===== src/shared/state_readout_pkg.sv =====
package state_readout_pkg;
    localparam logic [15:0] HANDLE_RSVD_LO = 16'h0000;
    localparam logic [15:0] HANDLE_RSVD_HI = 16'hffff;
    localparam logic [7:0] CC_SUCCESS = 8'h00;
    localparam logic [7:0] CC_BAD_HANDLE = 8'h80;
    localparam int MAX_SETS = 8;
    localparam logic [3:0] SET_COUNT_MIN = 4'h1;
    localparam logic [3:0] SET_COUNT_MAX = 4'h8;
    localparam logic [7:0] STATE_UNKNOWN = 8'h00;
    localparam logic [5:0] HDR_BYTES = 6'h02;
    localparam int REC_BYTES = 4;
    localparam int ADDR_W = 8;
    localparam logic [7:0] OFS_CTRL = 8'h00;
    localparam logic [7:0] OFS_STATUS = 8'h04;
    localparam logic [7:0] OFS_MASK = 8'h08;
    localparam logic [7:0] OFS_INFO = 8'h0c;
    localparam logic [7:0] OFS_INIT = 8'h10;
    localparam int CTRL_HANDLE_LSB = 0;
    localparam int CTRL_COUNT_LSB = 16;
    localparam logic [31:0] CTRL_RESET = 32'h0001_0001;
    localparam int INFO_BUSY_BIT = 8;
    localparam int IRQ_W = 4;
    localparam int IRQ_DONE = 0;
    localparam int IRQ_BADH = 1;
    localparam int IRQ_CHANGE = 2;
    localparam int IRQ_EVENT = 3;
    localparam logic [1:0] RESP_OKAY = 2'b00;
    localparam logic [1:0] RESP_SLVERR = 2'b10;

    typedef struct packed {
        logic [15:0] handle;
        logic [7:0] rearmMask;
        logic [7:0] reserved;
    } request_t;

    typedef struct packed {
        logic [7:0] opCondition;
        logic [7:0] currentState;
        logic [7:0] priorState;
        logic [7:0] lastEventState;
    } state_record_t;

    typedef struct packed {
        logic [7:0] opCondition;
        logic [7:0] state;
        logic evt;
    } assessment_t;

    typedef enum logic [1:0] {
        ST_IDLE = 2'b01,
        ST_SEND = 2'b10
    } resp_state_t;
endpackage


===== src/irq_status.sv =====
`timescale 1ns/10ps
`default_nettype none
module irq_status #(
    parameter int W = state_readout_pkg::IRQ_W
) (
    input wire logic core_clk,
    input wire logic resetn,
    input wire logic [W-1:0] setBits,
    input wire logic clearOnRead,
    input wire logic [W-1:0] mask,
    output logic [W-1:0] status,
    output logic irq
);
    logic [W-1:0] status_r;
    logic irq_r;
    wire logic [W-1:0] status_nxt = (clearOnRead ? '0 : status_r) | setBits;

    always_ff @(posedge core_clk) begin
        if (!resetn) begin
            status_r <= '0;
            irq_r <= 1'b0;
        end else begin
            status_r <= status_nxt;
            irq_r <= |(status_nxt & mask);
        end
    end

    assign status = status_r;
    assign irq = irq_r;
endmodule // irq_status
`default_nettype wire


===== src/set_tracker.sv =====
`timescale 1ns/10ps
`default_nettype none
module set_tracker #(
    parameter logic [7:0] UNKNOWN = state_readout_pkg::STATE_UNKNOWN
) (
    input wire logic core_clk,
    input wire logic resetn,
    input wire logic reinit,
    input wire logic rearm,
    input wire logic asmValid,
    input wire state_readout_pkg::assessment_t asmIn,
    output state_readout_pkg::state_record_t record,
    output logic changed,
    output logic eventFired
);
    state_readout_pkg::state_record_t rec_r;
    logic known_r;
    logic armed_r;
    logic changed_r;
    logic event_r;

    wire logic newState = asmValid && (asmIn.state != rec_r.currentState);
    wire logic fire = asmValid && asmIn.evt && armed_r;

    always_ff @(posedge core_clk) begin
        if (!resetn || reinit) begin
            rec_r <= '{UNKNOWN, UNKNOWN, UNKNOWN, UNKNOWN};
            known_r <= 1'b0;
            changed_r <= 1'b0;
        end else begin
            changed_r <= asmValid && known_r && newState;
            if (asmValid) begin
                rec_r.opCondition <= asmIn.opCondition;
                rec_r.currentState <= asmIn.state;
                known_r <= 1'b1;
                if (!known_r) begin
                    rec_r.priorState <= asmIn.state;
                end else if (newState) begin
                    rec_r.priorState <= rec_r.currentState;
                end
            end
            if (fire) begin
                rec_r.lastEventState <= asmIn.state;
            end
        end
    end

    always_ff @(posedge core_clk) begin
        if (!resetn) begin
            armed_r <= 1'b1;
            event_r <= 1'b0;
        end else begin
            event_r <= fire;
            if (rearm) begin
                armed_r <= 1'b1;
            end else if (fire) begin
                armed_r <= 1'b0;
            end
        end
    end

    assign record = rec_r;
    assign changed = changed_r;
    assign eventFired = event_r;
endmodule // set_tracker
`default_nettype wire


===== src/state_sensor_readout.sv =====
// Our own choices: the register offsets and the AXI4-Lite slave port.
`timescale 1ns/10ps
`default_nettype none
module state_sensor_readout #(
    parameter int SETS = state_readout_pkg::MAX_SETS
) (
    input wire logic core_clk,
    input wire logic resetn,
    input wire logic [state_readout_pkg::ADDR_W-1:0] s_axi_awaddr,
    input wire logic s_axi_awvalid,
    output logic s_axi_awready,
    input wire logic [31:0] s_axi_wdata,
    input wire logic [3:0] s_axi_wstrb,
    input wire logic s_axi_wvalid,
    output logic s_axi_wready,
    output logic [1:0] s_axi_bresp,
    output logic s_axi_bvalid,
    input wire logic s_axi_bready,
    input wire logic [state_readout_pkg::ADDR_W-1:0] s_axi_araddr,
    input wire logic s_axi_arvalid,
    output logic s_axi_arready,
    output logic [31:0] s_axi_rdata,
    output logic [1:0] s_axi_rresp,
    output logic s_axi_rvalid,
    input wire logic s_axi_rready,
    input wire logic reqValid,
    output logic reqReady,
    input wire state_readout_pkg::request_t reqData,
    output logic rspValid,
    input wire logic rspReady,
    output logic [7:0] rspData,
    output logic rspLast,
    input wire logic [SETS-1:0] asmValid,
    input wire state_readout_pkg::assessment_t [SETS-1:0] asmIn,
    output logic [SETS-1:0] rearmPulse,
    output logic [SETS-1:0] eventPulse,
    output logic irq
);
    // Register file
    logic [31:0] ctrl_r;
    logic [state_readout_pkg::IRQ_W-1:0] mask_r;
    logic [SETS-1:0] reinit_r;
    logic [7:0] lastCode_r;

    // AXI slave state
    logic awHave_r, wHave_r, bValid_r, arReady_r, rValid_r, awReady_r, wReady_r;
    logic [state_readout_pkg::ADDR_W-1:0] awAddr_r;
    logic [31:0] wData_r, rData_r;
    logic [3:0] wStrb_r;
    logic [1:0] bResp_r, rResp_r;

    // Responder state
    state_readout_pkg::resp_state_t state_r;
    state_readout_pkg::state_record_t [SETS-1:0] snap_r;
    logic [5:0] idx_r, total_r;
    logic [7:0] rspData_r;
    logic rspValid_r, rspLast_r, reqReady_r;
    logic [3:0] cfgCountSnap_r;
    logic [SETS-1:0] rearm_r, events_r;

    state_readout_pkg::state_record_t [SETS-1:0] records;
    logic [SETS-1:0] changed, fired;
    logic [state_readout_pkg::IRQ_W-1:0] irqStatus;

    // Write channel decode
    wire logic awTake = s_axi_awvalid && awReady_r;
    wire logic wTake = s_axi_wvalid && wReady_r;
    wire logic awHave_nxt = awHave_r || awTake;
    wire logic wHave_nxt = wHave_r || wTake;
    wire logic [state_readout_pkg::ADDR_W-1:0] wAddr = awTake ? s_axi_awaddr : awAddr_r;
    wire logic [31:0] wDataNow = wTake ? s_axi_wdata : wData_r;
    wire logic [3:0] wStrbNow = wTake ? s_axi_wstrb : wStrb_r;
    wire logic doWrite = awHave_nxt && wHave_nxt && !bValid_r;
    wire logic [31:0] strbMask = {{8{wStrbNow[3]}}, {8{wStrbNow[2]}},
                                  {8{wStrbNow[1]}}, {8{wStrbNow[0]}}};
    wire logic wrCtrl = doWrite && (wAddr == state_readout_pkg::OFS_CTRL);
    wire logic wrMask = doWrite && (wAddr == state_readout_pkg::OFS_MASK);
    wire logic wrInit = doWrite && (wAddr == state_readout_pkg::OFS_INIT);
    wire logic wrStat = doWrite && (wAddr == state_readout_pkg::OFS_STATUS);
    wire logic wrInfo = doWrite && (wAddr == state_readout_pkg::OFS_INFO);
    wire logic wrOk = wrCtrl || wrMask || wrInit || wrStat || wrInfo;
    wire logic bValid_nxt = doWrite || (bValid_r && !s_axi_bready);

    // Read channel decode
    wire logic arTake = s_axi_arvalid && arReady_r;
    wire logic rdStat = arTake && (s_axi_araddr == state_readout_pkg::OFS_STATUS);
    wire logic rValid_nxt = arTake || (rValid_r && !s_axi_rready);
    logic [31:0] rdMux;
    logic rdHit;
    always_comb begin
        rdMux = 32'h0000_0000;
        rdHit = 1'b1;
        case (s_axi_araddr)
            state_readout_pkg::OFS_CTRL: rdMux = ctrl_r;
            state_readout_pkg::OFS_STATUS: rdMux[state_readout_pkg::IRQ_W-1:0] = irqStatus;
            state_readout_pkg::OFS_MASK: rdMux[state_readout_pkg::IRQ_W-1:0] = mask_r;
            state_readout_pkg::OFS_INFO: begin
                rdMux[7:0] = lastCode_r;
                rdMux[state_readout_pkg::INFO_BUSY_BIT] = (state_r != state_readout_pkg::ST_IDLE);
            end
            state_readout_pkg::OFS_INIT: rdMux = 32'h0000_0000;
            default: rdHit = 1'b0;
        endcase
    end

    // Handle and clamped set count
    wire logic [15:0] cfgHandle = ctrl_r[state_readout_pkg::CTRL_HANDLE_LSB +: 16];
    wire logic [3:0] cfgCountRaw = ctrl_r[state_readout_pkg::CTRL_COUNT_LSB +: 4];
    wire logic [3:0] cfgCount =
        (cfgCountRaw < state_readout_pkg::SET_COUNT_MIN) ? state_readout_pkg::SET_COUNT_MIN :
        (cfgCountRaw > state_readout_pkg::SET_COUNT_MAX) ? state_readout_pkg::SET_COUNT_MAX :
        cfgCountRaw;

    // Request decode
    wire logic reqTake = reqValid && reqReady_r;
    wire logic handleOk = (reqData.handle == cfgHandle)
        && (reqData.handle != state_readout_pkg::HANDLE_RSVD_LO)
        && (reqData.handle != state_readout_pkg::HANDLE_RSVD_HI);
    wire logic [7:0] firstCode = handleOk ? state_readout_pkg::CC_SUCCESS
                                          : state_readout_pkg::CC_BAD_HANDLE;
    wire logic [5:0] firstTotal = handleOk
        ? 6'(state_readout_pkg::HDR_BYTES + 6'(cfgCount) * 6'(state_readout_pkg::REC_BYTES))
        : 6'h01;
    wire logic [7:0] countLimit = (8'h01 << cfgCount) - 8'h01;
    wire logic [SETS-1:0] rearmSel = reqData.rearmMask[SETS-1:0]
        & countLimit[SETS-1:0];

    // Response byte selection
    wire logic rspTake = rspValid_r && rspReady;
    wire logic [5:0] idxNext = idx_r + 6'h01;
    wire logic [5:0] recOfs = idxNext - state_readout_pkg::HDR_BYTES;
    wire logic [2:0] recSel = recOfs[4:2];
    wire logic [1:0] fieldSel = recOfs[1:0];
    wire state_readout_pkg::state_record_t recNow = snap_r[recSel];
    wire logic [7:0] recByte = recNow[31 - 8 * fieldSel -: 8];
    wire logic [7:0] countByte = {4'h0, cfgCountSnap_r};
    wire logic [7:0] byteNext = (idxNext == 6'h01) ? countByte : recByte;

    genvar g;
    generate
        for (g = 0; g < SETS; g++) begin : gen_set
            set_tracker #(
                .UNKNOWN(state_readout_pkg::STATE_UNKNOWN)
            ) u_track (
                .core_clk(core_clk),
                .resetn(resetn),
                .reinit(reinit_r[g]),
                .rearm(rearm_r[g]),
                .asmValid(asmValid[g]),
                .asmIn(asmIn[g]),
                .record(records[g]),
                .changed(changed[g]),
                .eventFired(fired[g])
            );
        end
    endgenerate

    wire logic [state_readout_pkg::IRQ_W-1:0] irqSet = {
        |fired,
        |changed,
        reqTake && !handleOk,
        rspTake && rspLast_r
    };

    irq_status #(
        .W(state_readout_pkg::IRQ_W)
    ) u_irq (
        .core_clk(core_clk),
        .resetn(resetn),
        .setBits(irqSet),
        .clearOnRead(rdStat),
        .mask(mask_r),
        .status(irqStatus),
        .irq(irq)
    );

    // AXI write path
    always_ff @(posedge core_clk) begin
        if (!resetn) begin
            awHave_r <= 1'b0;
            wHave_r <= 1'b0;
            awReady_r <= 1'b0;
            wReady_r <= 1'b0;
            bValid_r <= 1'b0;
            bResp_r <= state_readout_pkg::RESP_OKAY;
            awAddr_r <= '0;
            wData_r <= 32'h0000_0000;
            wStrb_r <= 4'h0;
        end else begin
            awHave_r <= awHave_nxt && !doWrite;
            wHave_r <= wHave_nxt && !doWrite;
            awReady_r <= !(awHave_nxt && !doWrite) && !bValid_nxt;
            wReady_r <= !(wHave_nxt && !doWrite) && !bValid_nxt;
            bValid_r <= bValid_nxt;
            if (awTake) awAddr_r <= s_axi_awaddr;
            if (wTake) begin
                wData_r <= s_axi_wdata;
                wStrb_r <= s_axi_wstrb;
            end
            if (doWrite) begin
                bResp_r <= wrOk ? state_readout_pkg::RESP_OKAY : state_readout_pkg::RESP_SLVERR;
            end
        end
    end

    // Registers software writes
    always_ff @(posedge core_clk) begin
        if (!resetn) begin
            ctrl_r <= state_readout_pkg::CTRL_RESET;
            mask_r <= '0;
            reinit_r <= '0;
        end else begin
            reinit_r <= wrInit ? wDataNow[SETS-1:0] : '0;
            if (wrCtrl) ctrl_r <= (ctrl_r & ~strbMask) | (wDataNow & strbMask);
            if (wrMask) mask_r <= wDataNow[state_readout_pkg::IRQ_W-1:0];
        end
    end

    // AXI read path
    always_ff @(posedge core_clk) begin
        if (!resetn) begin
            arReady_r <= 1'b0;
            rValid_r <= 1'b0;
            rData_r <= 32'h0000_0000;
            rResp_r <= state_readout_pkg::RESP_OKAY;
        end else begin
            rValid_r <= rValid_nxt;
            arReady_r <= !rValid_nxt;
            if (arTake) begin
                rData_r <= rdMux;
                rResp_r <= rdHit ? state_readout_pkg::RESP_OKAY : state_readout_pkg::RESP_SLVERR;
            end
        end
    end

    // Request intake and response stream
    always_ff @(posedge core_clk) begin
        if (!resetn) begin
            state_r <= state_readout_pkg::ST_IDLE;
            reqReady_r <= 1'b0;
            rspValid_r <= 1'b0;
            rspLast_r <= 1'b0;
            rspData_r <= 8'h00;
            idx_r <= 6'h00;
            total_r <= 6'h00;
            rearm_r <= '0;
            lastCode_r <= 8'h00;
            cfgCountSnap_r <= 4'h0;
        end else begin
            rearm_r <= '0;
            case (state_r)
                state_readout_pkg::ST_IDLE: begin
                    reqReady_r <= 1'b1;
                    if (reqTake) begin
                        reqReady_r <= 1'b0;
                        state_r <= state_readout_pkg::ST_SEND;
                        rspValid_r <= 1'b1;
                        rspData_r <= firstCode;
                        rspLast_r <= !handleOk;
                        idx_r <= 6'h00;
                        total_r <= firstTotal;
                        lastCode_r <= firstCode;
                        cfgCountSnap_r <= cfgCount;
                        if (handleOk) rearm_r <= rearmSel;
                    end
                end
                state_readout_pkg::ST_SEND: begin
                    if (rspTake) begin
                        if (rspLast_r) begin
                            rspValid_r <= 1'b0;
                            rspLast_r <= 1'b0;
                            state_r <= state_readout_pkg::ST_IDLE;
                        end else begin
                            idx_r <= idxNext;
                            rspData_r <= byteNext;
                            rspLast_r <= (idxNext + 6'h01) == total_r;
                        end
                    end
                end
                default: begin
                    state_r <= state_readout_pkg::ST_IDLE;
                    rspValid_r <= 1'b0;
                    reqReady_r <= 1'b0;
                end
            endcase
        end
    end

    // Snapshot at request take and event pulses delayed one cycle
    always_ff @(posedge core_clk) begin
        if (!resetn) begin
            snap_r <= '0;
            events_r <= '0;
        end else begin
            events_r <= fired;
            if (reqTake) snap_r <= records;
        end
    end

    assign s_axi_awready = awReady_r;
    assign s_axi_wready = wReady_r;
    assign s_axi_bvalid = bValid_r;
    assign s_axi_bresp = bResp_r;
    assign s_axi_arready = arReady_r;
    assign s_axi_rvalid = rValid_r;
    assign s_axi_rdata = rData_r;
    assign s_axi_rresp = rResp_r;
    assign reqReady = reqReady_r;
    assign rspValid = rspValid_r;
    assign rspData = rspData_r;
    assign rspLast = rspLast_r;
    assign rearmPulse = rearm_r;
    assign eventPulse = events_r;
endmodule // state_sensor_readout
`default_nettype wire


===== config.mk =====
export PLATFORM = sky130hd
export DESIGN_NAME = state_sensor_readout
export DESIGN_NICKNAME = d
export VERILOG_FILES = /design/src/shared/state_readout_pkg.sv /design/src/irq_status.sv /design/src/set_tracker.sv /design/src/state_sensor_readout.sv
export SDC_FILE = /design/constraint.sdc
export NUM_CORES = 2
export LEC_CHECK = 0
export BUFFER_PORTS_ARGS = -buffer_cell sky130_fd_sc_hd__buf_2
export CAP_MARGIN = 20
export CORE_MARGIN = 8
export CORE_UTILIZATION = 40
export DETAILED_ROUTE_END_ITERATION = 10
export GPL_TIMING_DRIVEN = 1
export PLACE_DENSITY_LB_ADDON = 0.12
export SYNTH_ARGS = -nofsm -noshare
export SYNTH_HDL_FRONTEND = slang
export SYNTH_SLANG_ARGS = --single-unit

===== constraint.sdc =====
create_clock -name core_clk -period 10.1 [get_ports core_clk]
set_input_delay 2.02 -clock core_clk [delete_from_list [all_inputs] [get_ports core_clk]]
set_output_delay 2.02 -clock core_clk [all_outputs]
set_load 0.005 [all_outputs]

==> results.cfg <==
[power_and_ir_drop]
power.density_mw_per_mm2 = 185
leakage_nw = 13.6
vdd_ir_drop_max_mv = 0.101

[clock_network]
ctsLongestPathBuffers = 3
clkSinkCount = 722
cts_root_buf = clkbuf_16
cts_buffers = 79
clkTransAtPathRegs_ns = 0.06
cts-hold-fix-buffers = 0
clock_latency_ns = 0.63
h-tree-depth = 3
cts_tree = done
cts_resized = 0
postCtsSetupBuffers = 0

[route]
vias_per_cell = 5.26
first_pass_iters = 5
dr.first_iter.drc_count = 1532
finalWirelength_mm = 92.4
wl_per_cell_um = 20.7
drcViolationCount = 0
ant_nets = 0
routed-via-count = 23423

[sta]
setup_ws_ns = 5.42
relSlewSlack = 0.294
tns_ns = 0
fin_crit_ns = 4.68
fin_crit_sh = 0.464
timing.fmax_mhz = 213
rsz0062_at_grt = false
holdWs_ns = 0.422
finalSetupViolations = 0
hold_violations = 0
worst_pin_slew_ns = 1.06
drv_slew = 0
fin_worst_skew_ns = 0.0284

[min_path]
hold_start = awHave_r
hold_path_class = reg -> reg

[worst_setup_path]
crit_required_ns = 10.58
rr_startpoint = idx_r[0]
worstPathArrival_ns = 5.16
worstRegToRegCells = 13
critPathKind = in -> reg
cp-start-kind = primary input
path_max_fanout = 39
critPathCaptureType = register
crit_path_start = s_axi_wvalid
crit-reg2reg-capture = rspData[6]
r2r_slack_ns = 5.59

[floorplan]
dieArea_mm2 = 0.0841
ioPinCount = 306
die_w_um = 290
die-height_um = 290
coreArea_mm2 = 0.0744
start_util = 0.403
placementRows = 100

[place]
post-place-ws_ns = 4.69
portBuffers = 295
place.gp.congestion = 0.891
hpwl_mm = 66.7

[layout]
fill_cells = 7192
regArea_mm2 = 0.0145
multi_input_area_mm2 = 0.0146
nNetsFinal = 3666
syn_to_final_growth_pct = 15.4
layout-drive-gt1-share = 0.154

[synthesis]
yosysMostFrequentCell = nand2_1
ys_seq_area_frac = 0.481
synth_common_cells = 770 x nand2_1, 722 x dfxtp_1, 298 x a21boi_0
avgSynthCellArea_um2 = 9.25
yosys.area.top_type = dfxtp_1
yosysWarningCount = 0
yosys_register_bits = 722
synth_top_area_share = 0.481
synthTopCellsByArea = dfxtp_1 48%, nand2_1 9.6%, mux2i_1 8.7%
ys_async_sr_fraction = 0
synth_edf_count = 0
syn-instance-count = 3247
ys.flop_type = dfxtp_1
syn_area_mm2 = 0.0300
yosys.cell_types.count = 64

[global_route]
grt_pass1_vias = 22872
antenna_found_initial = 8
grt_usage = 0.211
overflow = 0
grt_max_degree = 248
grt_pass1_wl_mm = 140

[status]
status = finished, final reports clean

[run]
drv_cap = 0
[cells in the final DEF, fill, tap and decap left out, types with 7 or more instances in the layout]
cell type,n
nor4_1,10
or3_1,7
xor2_1,13
clkbuf_16,82
mux2i_1,262
o22ai_1,11
o21ai_0,22
nand2_1,769
a22oi_1,7
nor2b_1,54
nand3_1,53
and3_1,19
clkbuf_1,21
dfxtp_1,721
clkbuf_8,21
buf_2,294
xnor2_1,81
a21oi_1,81
o211a_1,32
a21boi_0,298
a211oi_1,66
nand3b_1,8
mux4_2,60
inv_1,11
nand2b_1,14
nor2_1,245
nand4_1,27
clkinv_2,8
and2_1,37
buf_4,32
nor3_1,20
a21boi_1,12
[stage by stage]
stage | total power [mW] | std cells | instance area, um^2 | util
floorplan | 3.40 | 3248 | 30000 | -
global placement | 3.58 | 4304 | 32000 | 0.430
detailed placement | 3.59 | 4305 | 32000 | 0.430
CTS | 6.49 | 4445 | 34600 | 0.465
global route | 6.68 | 4453 | 34700 | 0.466
finish | 6.42 | 4454 | 34700 | 0.466
[final cells by class]
type | count | share of cell area
tap | 969 | 0.0350
antenna | 3 | 0.000217
sequential | 722 | 0.417
multi-input combinational | 2278 | 0.420
clock buffer | 124 | 0.0698
inverter | 12 | 0.00130
clock inverter | 16 | 0.00520
timing repair buffer | 330 | 0.0513
[where the power goes]
group	internal [mW]	switching (mW)
logic	0.197	0.286
clock network	1.72	1.17
registers	2.96	0.0873
total	4.87	1.54
[layer usage]
metal,global-route usage,part of all wire
met5,0,0.00026
met2,0.345,0.46
met1,0.279,0.46
met3,0.0411,0.052
met4,0.0684,0.028
[logic make-up (layout without fill, tap and decap cells)]
group,count (synthesis),after routing,synth area share
xor+xnor,97,97,0.0302
flops,722,722,0.481
simple gates,1287,1287,0.182
fa+ha+maj,6,6,0.00250
mux,328,328,0.135
compound gates,557,557,0.134
buf+inv,248,482,0.0343
other cells,2,6,0.000250
[worst min path at each step]
stage / to / slack (ns) / depth (start not counted)
floorplan: s_axi_awready / 0.40 / 1
global placement: s_axi_awready / 0.41 / 1
detailed placement: s_axi_awready / 0.41 / 1
CTS: s_axi_awready / 0.42 / 1
global route: s_axi_awready / 0.44 / 1
finish: s_axi_awready / 0.42 / 1
[state kept, by name, summed over array words and instances (netlist names), 2 cells and up, named ones only]
register and count:
gen_set.u_track.known_r 8, s_axi_rdata 32, u_irq.status 4, mask_r 4, rearmPulse 8, idx_r 6, rspData 8, gen_set.u_track.changed 8
gen_set.u_track.armed_r 8, gen_set.u_track.record 256, wData_r 32, reinit_r 8, total_r 6, snap_r 256, wStrb_r 4, gen_set.u_track.eventFired 8
eventPulse 8, cfgCountSnap_r 4, state_r 2, awAddr_r 8
[critical path, stage by stage]
cell	delay (ns)
buf_2	0.07
and2_2	0.13
buf_4	0.54
nor2_1	0.09
nor3_1	0.45
and3b_1	0.31
nand4_1	0.30
nor2_1	0.91
mux2i_1	0.27
nand2_1	0.06
Power figures use the tool's default switching activity.
